==> src/logic/spf_pkg.sv <==
package spf_pkg;

	// Frame length in bits and field positions within a command word.
	localparam int          FRAME_BITS    = 16;
	localparam int          POS_ACCESS    = 15;
	localparam int          POS_BANK      = 14;
	localparam int          POS_INDEX_HI  = 13;
	localparam int          POS_INDEX_LO  = 9;
	localparam int          POS_PARITY    = 8;
	localparam int          POS_STATUS_LO = 8;
	// Access-type and bank encodings.
	localparam logic        ACCESS_READ   = 1'h0;
	localparam logic        ACCESS_WRITE  = 1'h1;
	localparam logic        BANK_MAIN     = 1'h0;
	localparam logic        BANK_SAFE     = 1'h1;
	// Flag counts per summary group.
	localparam int          WAKE_FLAGS    = 8;
	localparam int          XCVR_FLAGS    = 9;
	localparam int          PIN_FLAGS     = 6;
	localparam int          PRE_FLAGS     = 8;
	localparam int          CORE_FLAGS    = 5;
	localparam int          AUX_FLAGS     = 15;
	// Summary byte bit positions, MSB first.
	localparam int          SUM_SERIAL    = 7;
	localparam int          SUM_WAKE      = 6;
	localparam int          SUM_XCVR      = 5;
	localparam int          SUM_PIN       = 4;
	localparam int          SUM_PRE       = 3;
	localparam int          SUM_CORE      = 2;
	localparam int          SUM_AUX       = 1;
	// Reset values.
	localparam logic [15:0] WORD_RESET    = 16'h0000;
	localparam logic [7:0]  BYTE_RESET    = 8'h00;
	// Master serial clock half period in system clocks (20 ns each, 160 ns period).
	localparam int          SCK_HALF_NS   = 80;
	localparam int          CLK_NS        = 20;
	localparam int          SCK_HALF_CYC  = (SCK_HALF_NS + CLK_NS - 1) / CLK_NS;

	// Parity value that a write must carry: 1 when the other fifteen bits hold an even count of ones.
	function automatic logic spf_parity_type_fn(input logic [15:0] word);
		spf_parity_type_fn = ~(^{word[15:9], word[7:0]});
	endfunction

endpackage

==> src/logic/spf_link_if.sv <==
interface spf_link_if;
	logic selectN; // Frame select, active low, driven by master.
	logic sck;     // Serial clock, driven by master, idles low.
	logic mosi;    // Master to device data.
	logic miso;    // Device to master data.
	logic misoOe;  // Device drives miso while high.

	modport device (
		input  selectN,
		input  sck,
		input  mosi,
		output miso,
		output misoOe
	);

	modport master (
		input  miso,
		input  misoOe,
		output selectN,
		output sck,
		output mosi
	);
endinterface

==> src/logic/spf_device.sv <==
module spf_device (
	input  wire logic                               clk,
	input  wire logic                               reset,
	spf_link_if.device                              link,
	input  wire logic [spf_pkg::WAKE_FLAGS-1:0]     wakeFlags,
	input  wire logic [spf_pkg::XCVR_FLAGS-1:0]     xcvrFlags,
	input  wire logic [spf_pkg::PIN_FLAGS-1:0]      pinFlags,
	input  wire logic [spf_pkg::PRE_FLAGS-1:0]      preFlags,
	input  wire logic [spf_pkg::CORE_FLAGS-1:0]     coreFlags,
	input  wire logic [spf_pkg::AUX_FLAGS-1:0]      auxFlags,
	input  wire logic                               serialErrClear,
	input  wire logic [7:0]                         readData,
	input  wire logic [7:0]                         extStatus,
	output logic                                    readStrobe,
	output logic                                    writeStrobe,
	output logic                                    bank_select_bit,
	output logic [4:0]                              register_index_field,
	output logic [7:0]                              payload_byte,
	output logic                                    serialError,
	output logic [7:0]                              statusByte
);
	// All state of the device end except the pin synchroniser in one packed record, registered once per clock.
	typedef struct packed {
		logic        sckPrev;     // Last synchronised serial clock.
		logic        selPrev;     // Last synchronised select.
		logic [4:0]  bitCount;    // Bits received this frame.
		logic [15:0] shiftIn;     // Incoming command bits.
		logic [15:0] shiftOut;    // Outgoing answer bits.
		logic        miso;        // Registered data pin.
		logic        misoOe;      // Registered pin enable.
		logic        readStrobe;  // Read pulse.
		logic        writeStrobe; // Write pulse.
		logic        bank;        // Bank of last command.
		logic [4:0]  index;       // Index of last command.
		logic [7:0]  payload;     // Payload of last command.
		logic        serialError; // Sticky communication failure.
		logic [7:0]  status;      // Registered summary byte.
	} spf_dev_type;

	spf_dev_type state;      // Registered state.
	spf_dev_type next_state; // Next state.
	logic [2:0]  pins;       // Synchronised frame-active, clock and data.
	logic [7:0]  summary;    // Live summary byte.
	logic        sckRise;    // Serial clock rising edge seen.
	logic        sckFall;    // Serial clock falling edge seen.
	logic        selFall;    // Frame start.
	logic        selRise;    // Frame end.
	logic [15:0] cmd;        // Completed command word.
	logic        writeOk;    // Write with good parity.

	// The link pins come from the master's domain, so they pass two flops first.
	// Select is inverted on the way in: the synchroniser clears to zero on reset, and zero
	// must mean an idle link there, or a phantom frame would follow every reset and leave
	// a serial error behind it.
	spf_sync #(
		.WIDTH(3)
	) pinSync (
		.clk  (clk),
		.reset(reset),
		.din  ({~link.selectN, link.sck, link.mosi}),
		.dout (pins)
	);

	// Summary byte; each group follows its sources, so clearing a source clears it.
	// Only the serial-error bit is held here; the other groups trust their source flags to be
	// sticky until read, so a source that pulses for one cycle lights its group for one cycle.
	// Bit zero has no group and always reads zero.
	always_comb begin
		summary                       = spf_pkg::BYTE_RESET;
		summary[spf_pkg::SUM_SERIAL]  = state.serialError;
		summary[spf_pkg::SUM_WAKE]    = |wakeFlags;
		summary[spf_pkg::SUM_XCVR]    = |xcvrFlags;
		summary[spf_pkg::SUM_PIN]     = |pinFlags;
		summary[spf_pkg::SUM_PRE]     = |preFlags;
		summary[spf_pkg::SUM_CORE]    = |coreFlags;
		summary[spf_pkg::SUM_AUX]     = |auxFlags;
	end

	// Edge detection on the synchronised pins.
	// Each edge is seen three system clocks after it reaches the pin, two for the synchroniser
	// and one for this compare; the master's half period of four clocks leaves room for that.
	always_comb begin
		sckRise = pins[1] & ~state.sckPrev;
		sckFall = ~pins[1] & state.sckPrev;
		// Frame start and end are the edges of the inverted select.
		selFall = pins[2] & ~state.selPrev;
		selRise = ~pins[2] & state.selPrev;
		// The command is complete only once select rises; before that it is partial.
		cmd     = state.shiftIn;
		// Parity is checked over the fifteen other bits; a read needs no check.
		writeOk = (cmd[spf_pkg::POS_ACCESS] == spf_pkg::ACCESS_WRITE)
			&& (cmd[spf_pkg::POS_PARITY] == spf_pkg::spf_parity_type_fn(cmd));
	end

	// Frame engine: shift on clock edges, decode a read at its seventh bit and a write when select rises.
	// Strobes are single-cycle pulses, so they drop back to zero at the top of every pass.
	// The bit counter is five bits wide: a frame of forty-eight clocks wraps it back to sixteen
	// and would pass the length check, a limitation accepted to keep the counter small.
	always_comb begin
		next_state             = state;
		next_state.sckPrev     = pins[1];
		next_state.selPrev     = pins[2];
		next_state.readStrobe  = 1'h0;
		next_state.writeStrobe = 1'h0;
		// The summary byte is registered so that the status output comes from a flop.
		next_state.status      = summary;
		// A clear and a new failure in the same cycle leave the flag set.
		if (serialErrClear) begin
			// Clear first so a new failure below still wins.
			next_state.serialError = 1'h0;
		end
		if (selFall) begin
			// Frame start: the answer line is driven from here until the frame ends.
			// Load status then the extended byte; the register byte replaces it later on reads.
			next_state.bitCount = 5'h00;
			next_state.shiftOut = {summary, extStatus};
			next_state.miso     = summary[7];
			next_state.misoOe   = 1'h1;
		end else if (pins[2]) begin
			// Inside a frame: take command bits on rising clock, move answer bits on falling clock.
			if (sckRise) begin
				// Command bits arrive most significant first.
				next_state.shiftIn  = {state.shiftIn[14:0], pins[0]};
				next_state.bitCount = state.bitCount + 5'h01;
				// Once access, bank and index are in, fetch the register for a read.
				// Six bits are already held and the seventh, the last index bit, is on the pin,
				// so the access bit sits at position five and the bank bit at position four.
				if (state.bitCount == 5'h06) begin
					next_state.bank  = state.shiftIn[4];
					next_state.index = {state.shiftIn[3:0], pins[0]};
					if (state.shiftIn[5] == spf_pkg::ACCESS_READ) begin
						// Asked early so the register byte is ready when bit seven leaves.
						next_state.readStrobe = 1'h1;
					end
				end
			end
			if (sckFall) begin
				// The next answer bit goes out on each falling clock.
				next_state.shiftOut = {state.shiftOut[14:0], 1'h0};
				next_state.miso     = state.shiftOut[14];
				// Register data arrives well before bit 7 leaves the device.
				if (state.bitCount == 5'h08 && state.shiftIn[7] == spf_pkg::ACCESS_READ) begin
					next_state.shiftOut = {readData, 8'h00};
					next_state.miso     = readData[7];
				end
			end
		end
		if (selRise) begin
			// Frame end: release the answer line so that it rests low between frames.
			next_state.misoOe = 1'h0;
			next_state.miso   = 1'h0;
			// A frame of any other length modulo thirty-two is a communication failure.
			if (state.bitCount != 5'(spf_pkg::FRAME_BITS)) begin
				next_state.serialError = 1'h1;
			end else if (cmd[spf_pkg::POS_ACCESS] == spf_pkg::ACCESS_WRITE) begin
				// The write strobe and payload are applied only here, once all sixteen bits and the parity are in.
				if (writeOk) begin
					next_state.writeStrobe = 1'h1;
					next_state.bank        = cmd[spf_pkg::POS_BANK];
					next_state.index       = cmd[spf_pkg::POS_INDEX_HI:spf_pkg::POS_INDEX_LO];
					next_state.payload     = cmd[7:0];
				end else begin
					// Bad parity: no write strobe or payload is stored and the failure is reported; bank and index already changed at bit seven.
					next_state.serialError = 1'h1;
				end
			end
		end
	end

	// Register all state; reset clears every flag.
	// The reset is synchronous, so it takes effect only on a running clock.
	always_ff @(posedge clk) begin
		if (reset) begin
			// Zero is the idle level of every synchronised pin, so no false edge follows reset.
			state <= '0;
		end else begin
			state <= next_state;
		end
	end

	// Every output comes straight from a register of the state.
	// The answer line is low whenever its enable is low.
	assign link.miso            = state.miso;
	assign link.misoOe          = state.misoOe;
	assign readStrobe           = state.readStrobe;
	assign writeStrobe          = state.writeStrobe;
	assign bank_select_bit      = state.bank;
	assign register_index_field = state.index;
	assign payload_byte         = state.payload;
	assign serialError          = state.serialError;
	assign statusByte           = state.status;
endmodule

==> src/logic/spf_sync.sv <==
// Two-flop synchroniser for a bundle of levels from outside the clock domain.
module spf_sync #(
	parameter int WIDTH = 3
) (
	input  wire logic             clk,
	input  wire logic             reset,
	input  wire logic [WIDTH-1:0] din,
	output logic      [WIDTH-1:0] dout
);
	typedef struct packed {
		logic [WIDTH-1:0] first;
		logic [WIDTH-1:0] second;
	} spf_sync_type;

	spf_sync_type state;      // Registered state.
	spf_sync_type next_state; // Next state.

	// First stage feeds only the second stage.
	always_comb begin
		next_state        = state;
		next_state.first  = din;
		next_state.second = state.first;
	end

	// Register the state; reset clears both stages.
	always_ff @(posedge clk) begin
		if (reset) begin
			state <= '0;
		end else begin
			state <= next_state;
		end
	end

	assign dout = state.second;
endmodule

==> src/flat_wrapper.sv <==
// flat-port wrapper written by rule: the top's interface ports become plain ports
module spf_device_flat 
  (clk, reset, wakeFlags, xcvrFlags, pinFlags, preFlags, coreFlags, auxFlags, serialErrClear, readData, extStatus, readStrobe, writeStrobe, bank_select_bit, register_index_field, payload_byte, serialError, statusByte, link_selectN, link_sck, link_mosi, link_miso, link_misoOe);
  spf_link_if link_i ();
  input  wire logic clk;
  input  wire logic reset;
  input  wire logic [spf_pkg::WAKE_FLAGS-1:0] wakeFlags;
  input  wire logic [spf_pkg::XCVR_FLAGS-1:0] xcvrFlags;
  input  wire logic [spf_pkg::PIN_FLAGS-1:0] pinFlags;
  input  wire logic [spf_pkg::PRE_FLAGS-1:0] preFlags;
  input  wire logic [spf_pkg::CORE_FLAGS-1:0] coreFlags;
  input  wire logic [spf_pkg::AUX_FLAGS-1:0] auxFlags;
  input  wire logic serialErrClear;
  input  wire logic [7:0] readData;
  input  wire logic [7:0] extStatus;
  output logic readStrobe;
  output logic writeStrobe;
  output logic bank_select_bit;
  output logic [4:0] register_index_field;
  output logic [7:0] payload_byte;
  output logic serialError;
  output logic [7:0] statusByte;
  input wire logic [$bits(link_i.selectN)-1:0] link_selectN;
  input wire logic [$bits(link_i.sck)-1:0] link_sck;
  input wire logic [$bits(link_i.mosi)-1:0] link_mosi;
  output wire logic [$bits(link_i.miso)-1:0] link_miso;
  output wire logic [$bits(link_i.misoOe)-1:0] link_misoOe;
  assign link_i.selectN = link_selectN;
  assign link_i.sck = link_sck;
  assign link_i.mosi = link_mosi;
  assign link_miso = link_i.miso;
  assign link_misoOe = link_i.misoOe;
  spf_device u_core (.clk(clk), .reset(reset), .link(link_i), .wakeFlags(wakeFlags), .xcvrFlags(xcvrFlags), .pinFlags(pinFlags), .preFlags(preFlags), .coreFlags(coreFlags), .auxFlags(auxFlags), .serialErrClear(serialErrClear), .readData(readData), .extStatus(extStatus), .readStrobe(readStrobe), .writeStrobe(writeStrobe), .bank_select_bit(bank_select_bit), .register_index_field(register_index_field), .payload_byte(payload_byte), .serialError(serialError), .statusByte(statusByte));
endmodule
==> config.mk <==
export PLATFORM = sky130hd
export DESIGN_NAME = spf_device_flat
export DESIGN_NICKNAME = d
export VERILOG_FILES = /design/src/logic/spf_pkg.sv /design/src/logic/spf_link_if.sv /design/src/logic/spf_device.sv /design/src/logic/spf_sync.sv /design/src/flat_wrapper.sv
export SDC_FILE = /design/constraint.sdc
export NUM_CORES = 1
export LEC_CHECK = 0
export BUFFER_PORTS_ARGS = -buffer_cell sky130_fd_sc_hd__buf_2
export CORE_ASPECT_RATIO = 1.4
export CORE_UTILIZATION = 45
export DETAILED_ROUTE_END_ITERATION = 12
export PLACE_DENSITY_LB_ADDON = 0.12
export SLEW_MARGIN = 0
export SYNTH_ARGS = -nofsm -noshare
export SYNTH_HDL_FRONTEND = slang
export SYNTH_SLANG_ARGS = --single-unit
==> constraint.sdc <==
create_clock -name clk -period 1.7 [get_ports clk]
set_input_delay 0.17 -clock clk [delete_from_list [all_inputs] [get_ports clk]]
set_output_delay 0.17 -clock clk [all_outputs]
set_load 0.1 [all_outputs]
==> results of run 1 <==
[per-stage QoR]
step | hold slack [ns] | setup slack [ns]
4_1_cts | 0.0165 | -0.0251
6_report | 0.0419 | -0.0209
2_1_floorplan | 0.237 | 0.0181
3_3_place_gp | 0.327 | -0.167
5_1_grt | 0.0273 | -0.129
3_5_place_dp | 0.334 | -0.212
[worst register-to-register path, stage by stage, from the launching register on]
cell	delay (ns)
dfxtp_1	0.33
xnor2_2	0.16
xnor2_2	0.25
xnor2_2	0.08
buf_4	0.16
xnor2_4	0.31
nor2_4	0.06
buf_12	0.15
mux2i_1	0.11
[power by group through the flow]
stage / clock, W / sequential (W) / combinational [W]
2_1_floorplan: 0 / 0.00173 / 0.000167
3_3_place_gp: 0 / 0.00172 / 0.000280
3_5_place_dp: 0 / 0.00172 / 0.000284
4_1_cts: 0.00140 / 0.00169 / 0.000294
5_1_grt: 0.00147 / 0.00169 / 0.000318
6_report: 0.00136 / 0.00169 / 0.000296
[cells in the final DEF (no fill, tap or decap), drive strengths merged, types with 11 or more instances in the layout]
cell / Yosys / final
nor2b: 11 / 11
nand2: 70 / 70
xnor2: 14 / 15
nand3: 12 / 12
nor2: 24 / 24
buf: 25 / 141
dfxtp: 70 / 70
a21oi: 24 / 24
mux2i: 15 / 15
clkbuf: 13 / 12
[path summary, 6_finish.rpt]
check | startpoint | endpoint | slack [ns] | cells past startpoint
worst max-delay path | u_core.cmd[9]$_SDFFE_PP0P_ | u_core.payload_byte[4]$_SDFFE_PP0P_ | -0.02 | 8
worst min-delay path | link_sck | u_core.pinSync.next_state[1]$_SDFF_PP0_ | 0.04 | 2
worst max register to register | u_core.cmd[9]$_SDFFE_PP0P_ | u_core.payload_byte[4]$_SDFFE_PP0P_ | -0.02 | 8
worst min register to register | u_core.pinSync.next_state[2]$_SDFF_PP0_ | u_core.pinSync.dout[2]$_SDFF_PP0_ | 0.44 | 1
[final cells by class]
type                       count  area, µm²
sequential                    70       1410
inverter                       4       15.0
fill                         559       2360
clock buffer                  12        155
clock inverter                 4       45.0
multi-input combinational    247       1710
timing repair buffer         142        848
tap                           92        115
[kinds of logic (layout without fill, tap and decap cells)]
group,after synthesis,count (layout),synth area share [%]
buffers and inverters,42,162,7.89
AO/OA/AOI/OAI,57,57,11.8
multiplexers,22,22,7.33
adder cells (fa/ha/maj),3,3,1.20
other,1,1,0.120
AND/OR/NAND/NOR,144,144,21.1
XOR/XNOR,19,20,5.80
flip-flops,70,70,44.8
[flip-flops by register name (all words and copies together), names as in the netlist]
register,cells
u_core.state,22
u_core.cmd,16
u_core.payload_byte,8
u_core.statusByte,7
u_core.register_index_field,5
u_core.pinSync.dout,3
u_core.pinSync.next_state,3
u_core.bank_select_bit,1
u_core.link.miso,1
u_core.link.misoOe,1
u_core.readStrobe,1
u_core.serialError,1
u_core.writeStrobe,1
[layer usage]
| layer | up-vias | track usage [%] |
|---|---|---|
| li1 | 1442 | - |
| met1 | 1329 | 23.0 |
| met2 | 108 | 40.8 |
| met3 | 18 | 5.70 |
| met4 | 0 | 9.80 |
| met5 | - | 0 |
[what timing repair did]
action                                  4_1_cts  5_1_grt
buffers inserted                              5       12
cloned                                        1        1
hold endpoints to repair                      1        0
pin swaps                                     8       12
resized for setup                            25       24
hold buffers                                  1        0
endpoints found under the setup margin       22       23
==> impl_metrics.env, run 1 <==
export IMPL_outcome="finished with violations"
export IMPL_violations="setup timing"
export IMPL_die_x_um=72.4
export IMPL_ir_drop_uv=552
export IMPL_place_hpwl_um=5440
export IMPL_dieArea_mm2=0.00729
export IMPL_crit_buf_inv=2
export IMPL_finalWirelength_um=7790
export IMPL_cp_max_fo=8
export IMPL_synth_ff_type="dfxtp_1"
export IMPL_path_clk_slew_ns=0.07
export IMPL_finalSetupTns_ns=-0.130
export IMPL_n_antenna_cell=0
export IMPL_utilization_pct=64.6
export IMPL_synth_top_area_cell="dfxtp_1"
export IMPL_power_density_mw_per_mm2=778
export IMPL_endpoint_kind="flop"
export IMPL_combPwrFrac_pct=8.8
export IMPL_grt_setup_unrepaired="yes"
export IMPL_worst_ep_arrival_time_ns=1.96
export IMPL_overflow=0
export IMPL_start_util_pct=47.0
export IMPL_num_vias=2897
export IMPL_cp_common_cell="xnor2_2"
export IMPL_synth_area_mm2=0.00313
export IMPL_synth_common_cells="dfxtp_1, nand2_1, a21oi_1"
export IMPL_syn2layout_area_growth_pct=37.6
export IMPL_drive_gt1_share_pct=42.0
export IMPL_synthTopCellsByArea="dfxtp_1, nand2_1, buf_4"
export IMPL_slew_headroom_pct=59.3
export IMPL_critPathTopFamily="XOR/XNOR gates"
export IMPL_finalPower_w=0.00334
export IMPL_syn_area_per_cell_um2=8.73
export IMPL_drc=0
export IMPL_power_report_internal_total_w=0.00254
export IMPL_power_switching_w=0.000808
export IMPL_crit_chain="xnor2_2 -> xnor2_2 -> xnor2_2 -> buf_4 -> xnor2_4 -> nor2_4 -> buf_12 -> mux2i_1"
export IMPL_clk_insertion_delay_late_ns=0.35
export IMPL_die_h_um=101
export IMPL_top_layer="met4"
export IMPL_ys_seq_elements=70
export IMPL_drt_initial_drc_count=120
export IMPL_finalNonFillerCells=571
export IMPL_synthCells=358
export IMPL_period_share_pct=101
export IMPL_grt_max_degree=27
export IMPL_clock_sinks=70
export IMPL_finalSetupViolCount=12
export IMPL_pwr_share_seq_pct=50.4
export IMPL_pwr_share_clk_pct=40.7
export IMPL_p_sw_share_pct=24.2
export IMPL_cp_start_kind="flop"
export IMPL_place_area_mm2=0.00376
export IMPL_ant_nets=0
export IMPL_grt_pass1_vias=2775
export IMPL_period_minus_slack_ns=1.72
export IMPL_synth_distinct_cells=39
export IMPL_report_final_hold_viol_count=0
export IMPL_numCtsBuffers=9
export IMPL_routed_via_density=5.07
export IMPL_numPortBuffers=98
export IMPL_p_leak_nw=1.87
export IMPL_h_tree_depth=3
export IMPL_dpl_cell_count=543
export IMPL_crit_type="reg2reg"
export IMPL_synth_edff_count=0
export IMPL_place_congestion=0.825
export IMPL_maxSlewViolCount=0
export IMPL_ios=100
export IMPL_route_met3_wl_um=407
export IMPL_clock_skew_ns=0.00883
export IMPL_yosysSeqAreaShare_pct=44.8
export IMPL_async_flop_share_pct=0
export IMPL_final_nets=550
export IMPL_drt_met1_wl_um=3070
export IMPL_track_usage_pct=22.1
export IMPL_finalInstanceArea_mm2=0.00430
export IMPL_clockBufferDepth=2
export IMPL_synth_top_area_share_pct=44.8
export IMPL_core_area_mm2=0.00666
export IMPL_antenna_found_initial=0
export IMPL_crit_path_max_incr_delay_ns=0.33
export IMPL_ys_warn_count=0
export IMPL_cts_tree="yes"
export IMPL_setup_ws_ns=-0.0209
export IMPL_tightestPinTransition_ns=0.607
export IMPL_wl_met2_um=4130
export IMPL_rows=35
export IMPL_maxCapViolCount=0
export IMPL_wl_per_cell_um=13.6
export IMPL_crit_required_ns=1.93
export IMPL_hold_class="in2reg"
export IMPL_grt_pass1_wl_um=12300
export IMPL_cp_slowest_cell="dfxtp_1"
export IMPL_syn_nets=434
export IMPL_cts_root_buf="clkbuf_8"
export IMPL_firstDrtPassIters=4
export IMPL_fmax_mhz=581
Note: power is estimated with default switching activity, not from simulation.
==> run 2: changes to the inputs <==
--- a/config.mk
+++ b/config.mk
@@ -7,8 +7,10 @@
 export LEC_CHECK = 0
 export BUFFER_PORTS_ARGS = -buffer_cell sky130_fd_sc_hd__buf_2
 export CORE_ASPECT_RATIO = 1.4
+export CORE_MARGIN = 3
 export CORE_UTILIZATION = 45
 export DETAILED_ROUTE_END_ITERATION = 12
+export MAX_ROUTING_LAYER = met4
 export PLACE_DENSITY_LB_ADDON = 0.12
 export SLEW_MARGIN = 0
 export SYNTH_ARGS = -nofsm -noshare
==> run 2 against run 1 <==
Net effect: maximum frequency decreased by 1.5%; final cell count decreased by 0.18%; clock skew decreased by 0.0023 ns; final area decreased by 0.70%; critical endpoint is now u_core.register_index_field[2]$_SDFF_PP0_; sequential share of layout area increased by 0.20 points; sequential power about the same; combinational power about the same; register-to-register slack got worse by 0.03 ns; clock power about the same; non-clock buffer count decreased by 2; utilization decreased by 0.45 points; the run still ends with setup timing left.
==> impl_metrics.env, run 2 (same netlist as run 1, synthesis figures left out) <==
export IMPL_crit_type="reg2reg"
export IMPL_slew_headroom_pct=59.4
export IMPL_ir_drop_uv=529
export IMPL_core_area_mm2=0.00666
export IMPL_overflow=0
export IMPL_dieArea_mm2=0.00800
export IMPL_h_tree_depth=3
export IMPL_grt_pass1_wl_um=12900
export IMPL_cp_start_kind="flop"
export IMPL_cp_slowest_cell="dfxtp_2"
export IMPL_track_usage_pct=20.4
export IMPL_antenna_found_initial=0
export IMPL_power_density_mw_per_mm2=787
export IMPL_worst_ep_arrival_time_ns=1.98
export IMPL_clock_sinks=70
export IMPL_syn2layout_area_growth_pct=36.6
export IMPL_numCtsBuffers=9
export IMPL_tightestPinTransition_ns=0.605
export IMPL_die_h_um=105
export IMPL_path_clk_slew_ns=0.07
export IMPL_finalSetupTns_ns=-0.0969
export IMPL_finalWirelength_um=7640
export IMPL_routed_via_density=5.08
export IMPL_crit_path_max_incr_delay_ns=0.33
export IMPL_finalPower_w=0.00336
export IMPL_n_antenna_cell=0
export IMPL_place_congestion=0.811
export IMPL_final_nets=549
export IMPL_cts_tree="yes"
export IMPL_endpoint_kind="flop"
export IMPL_grt_setup_unrepaired="yes"
export IMPL_cts_root_buf="clkbuf_8"
export IMPL_finalSetupViolCount=4
export IMPL_hold_class="in2reg"
export IMPL_clk_insertion_delay_late_ns=0.34
export IMPL_firstDrtPassIters=5
export IMPL_top_register="u_core.state"
export IMPL_report_final_hold_viol_count=0
export IMPL_setup_ws_ns=-0.0471
export IMPL_ant_nets=0
export IMPL_worst_hold_slack_ns=0.0433
export IMPL_die_x_um=76.4
export IMPL_numPortBuffers=98
export IMPL_ios=100
export IMPL_grt_pass1_vias=2947
export IMPL_period_share_pct=103
export IMPL_maxCapViolCount=0
export IMPL_violations="setup timing"
export IMPL_fmax_mhz=572
export IMPL_clock_skew_ns=0.00656
export IMPL_period_minus_slack_ns=1.75
export IMPL_largest_reg_flops=22
export IMPL_drc=0
export IMPL_maxSlewViolCount=0
export IMPL_drt_initial_drc_count=147
export IMPL_drive_gt1_share_pct=40.4
export IMPL_rows=35
export IMPL_crit_chain="xor2_1 -> xnor2_1 -> xnor2_2 -> buf_6 -> xnor2_4 -> buf_4 -> o311a_1"
export IMPL_cp_max_fo=8
export IMPL_p_leak_nw=1.84
export IMPL_final_common_cell="buf_2"
export IMPL_utilization_pct=64.2
export IMPL_start_util_pct=47.0
export IMPL_outcome="finished with violations"
export IMPL_place_hpwl_um=5540
export IMPL_wl_per_cell_um=13.4
export IMPL_clockBufferDepth=2
export IMPL_grt_max_degree=30
export IMPL_num_vias=2893
export IMPL_layout_common_cells="buf_2, nand2_1, dfxtp_1, buf_4, a21oi_1"
export IMPL_crit_required_ns=1.93
[run 2: cell count changes in the layout (fill, tap and decap cells not counted), sizes merged]
cell / delta
buf: -2
clkinvlp: +3
clkbuf: -1
nand2: +1
clkinv: -2
[run 2: what timing repair did]
action,4_1_cts,5_1_grt
setup endpoints to repair,23,23
resized for setup,28,11
pin swaps,9,20
cloned,2,0
setup buffers,5,3
hold buffers,1,0
endpoints found under the hold margin,1,0
[run 2: worst max-delay path: cells and delay by family (launching register included)]
kind / cells / cell delay, ns
xor+xnor: 4 / 0.69
flops: 1 / 0.33
compound gates: 1 / 0.31
buf+inv: 2 / 0.30
[run 2: layout make-up]
cell class              count  area (µm²)
clock buffers              11         151
repair buffers            140         857
inverters                   4        15.0
multi-input cells         248        1670
well taps                  92         115
flip-flops and latches     70        1410
fillers                   584        2390
clock inverters             5        57.6
[run 2: power breakdown]
group,internal (W),leakage [nW],switching [W]
Clock,0.000755,0.0976,0.000623
Sequential,0.00167,0.572,0.0000156
Combinational,0.000116,1.17,0.000182
[run 2: worst paths after layout]
check,from,to,slack (ns),depth (start not counted)
setup / recovery,u_core.cmd[5]$_SDFFE_PP0P_,u_core.register_index_field[2]$_SDFF_PP0_,-0.05,7
hold / removal,link_sck,u_core.pinSync.next_state[1]$_SDFF_PP0_,0.04,2
setup reg to reg,u_core.cmd[5]$_SDFFE_PP0P_,u_core.register_index_field[2]$_SDFF_PP0_,-0.05,7
hold reg to reg,u_core.pinSync.next_state[0]$_SDFF_PP0_,u_core.pinSync.dout[0]$_SDFF_PP0_,0.44,1
[run 2: metrics by stage]
step,instances,setup slack [ns],instance area [µm²]
detailed placement,545,-0.244,3790
finish,570,-0.0471,4270
floorplan,358,0.0181,3130
global placement,545,-0.176,3790
CTS,569,-0.0596,4190
global route,570,-0.123,4270
[run 2: per-layer routing]
layer | track usage (%) | part of all wire [%]
met4 | 9.59 | 1.4
met3 | 4.14 | 5.9
met5 | - | 0
met1 | 21.1 | 39
met2 | 36.7 | 54
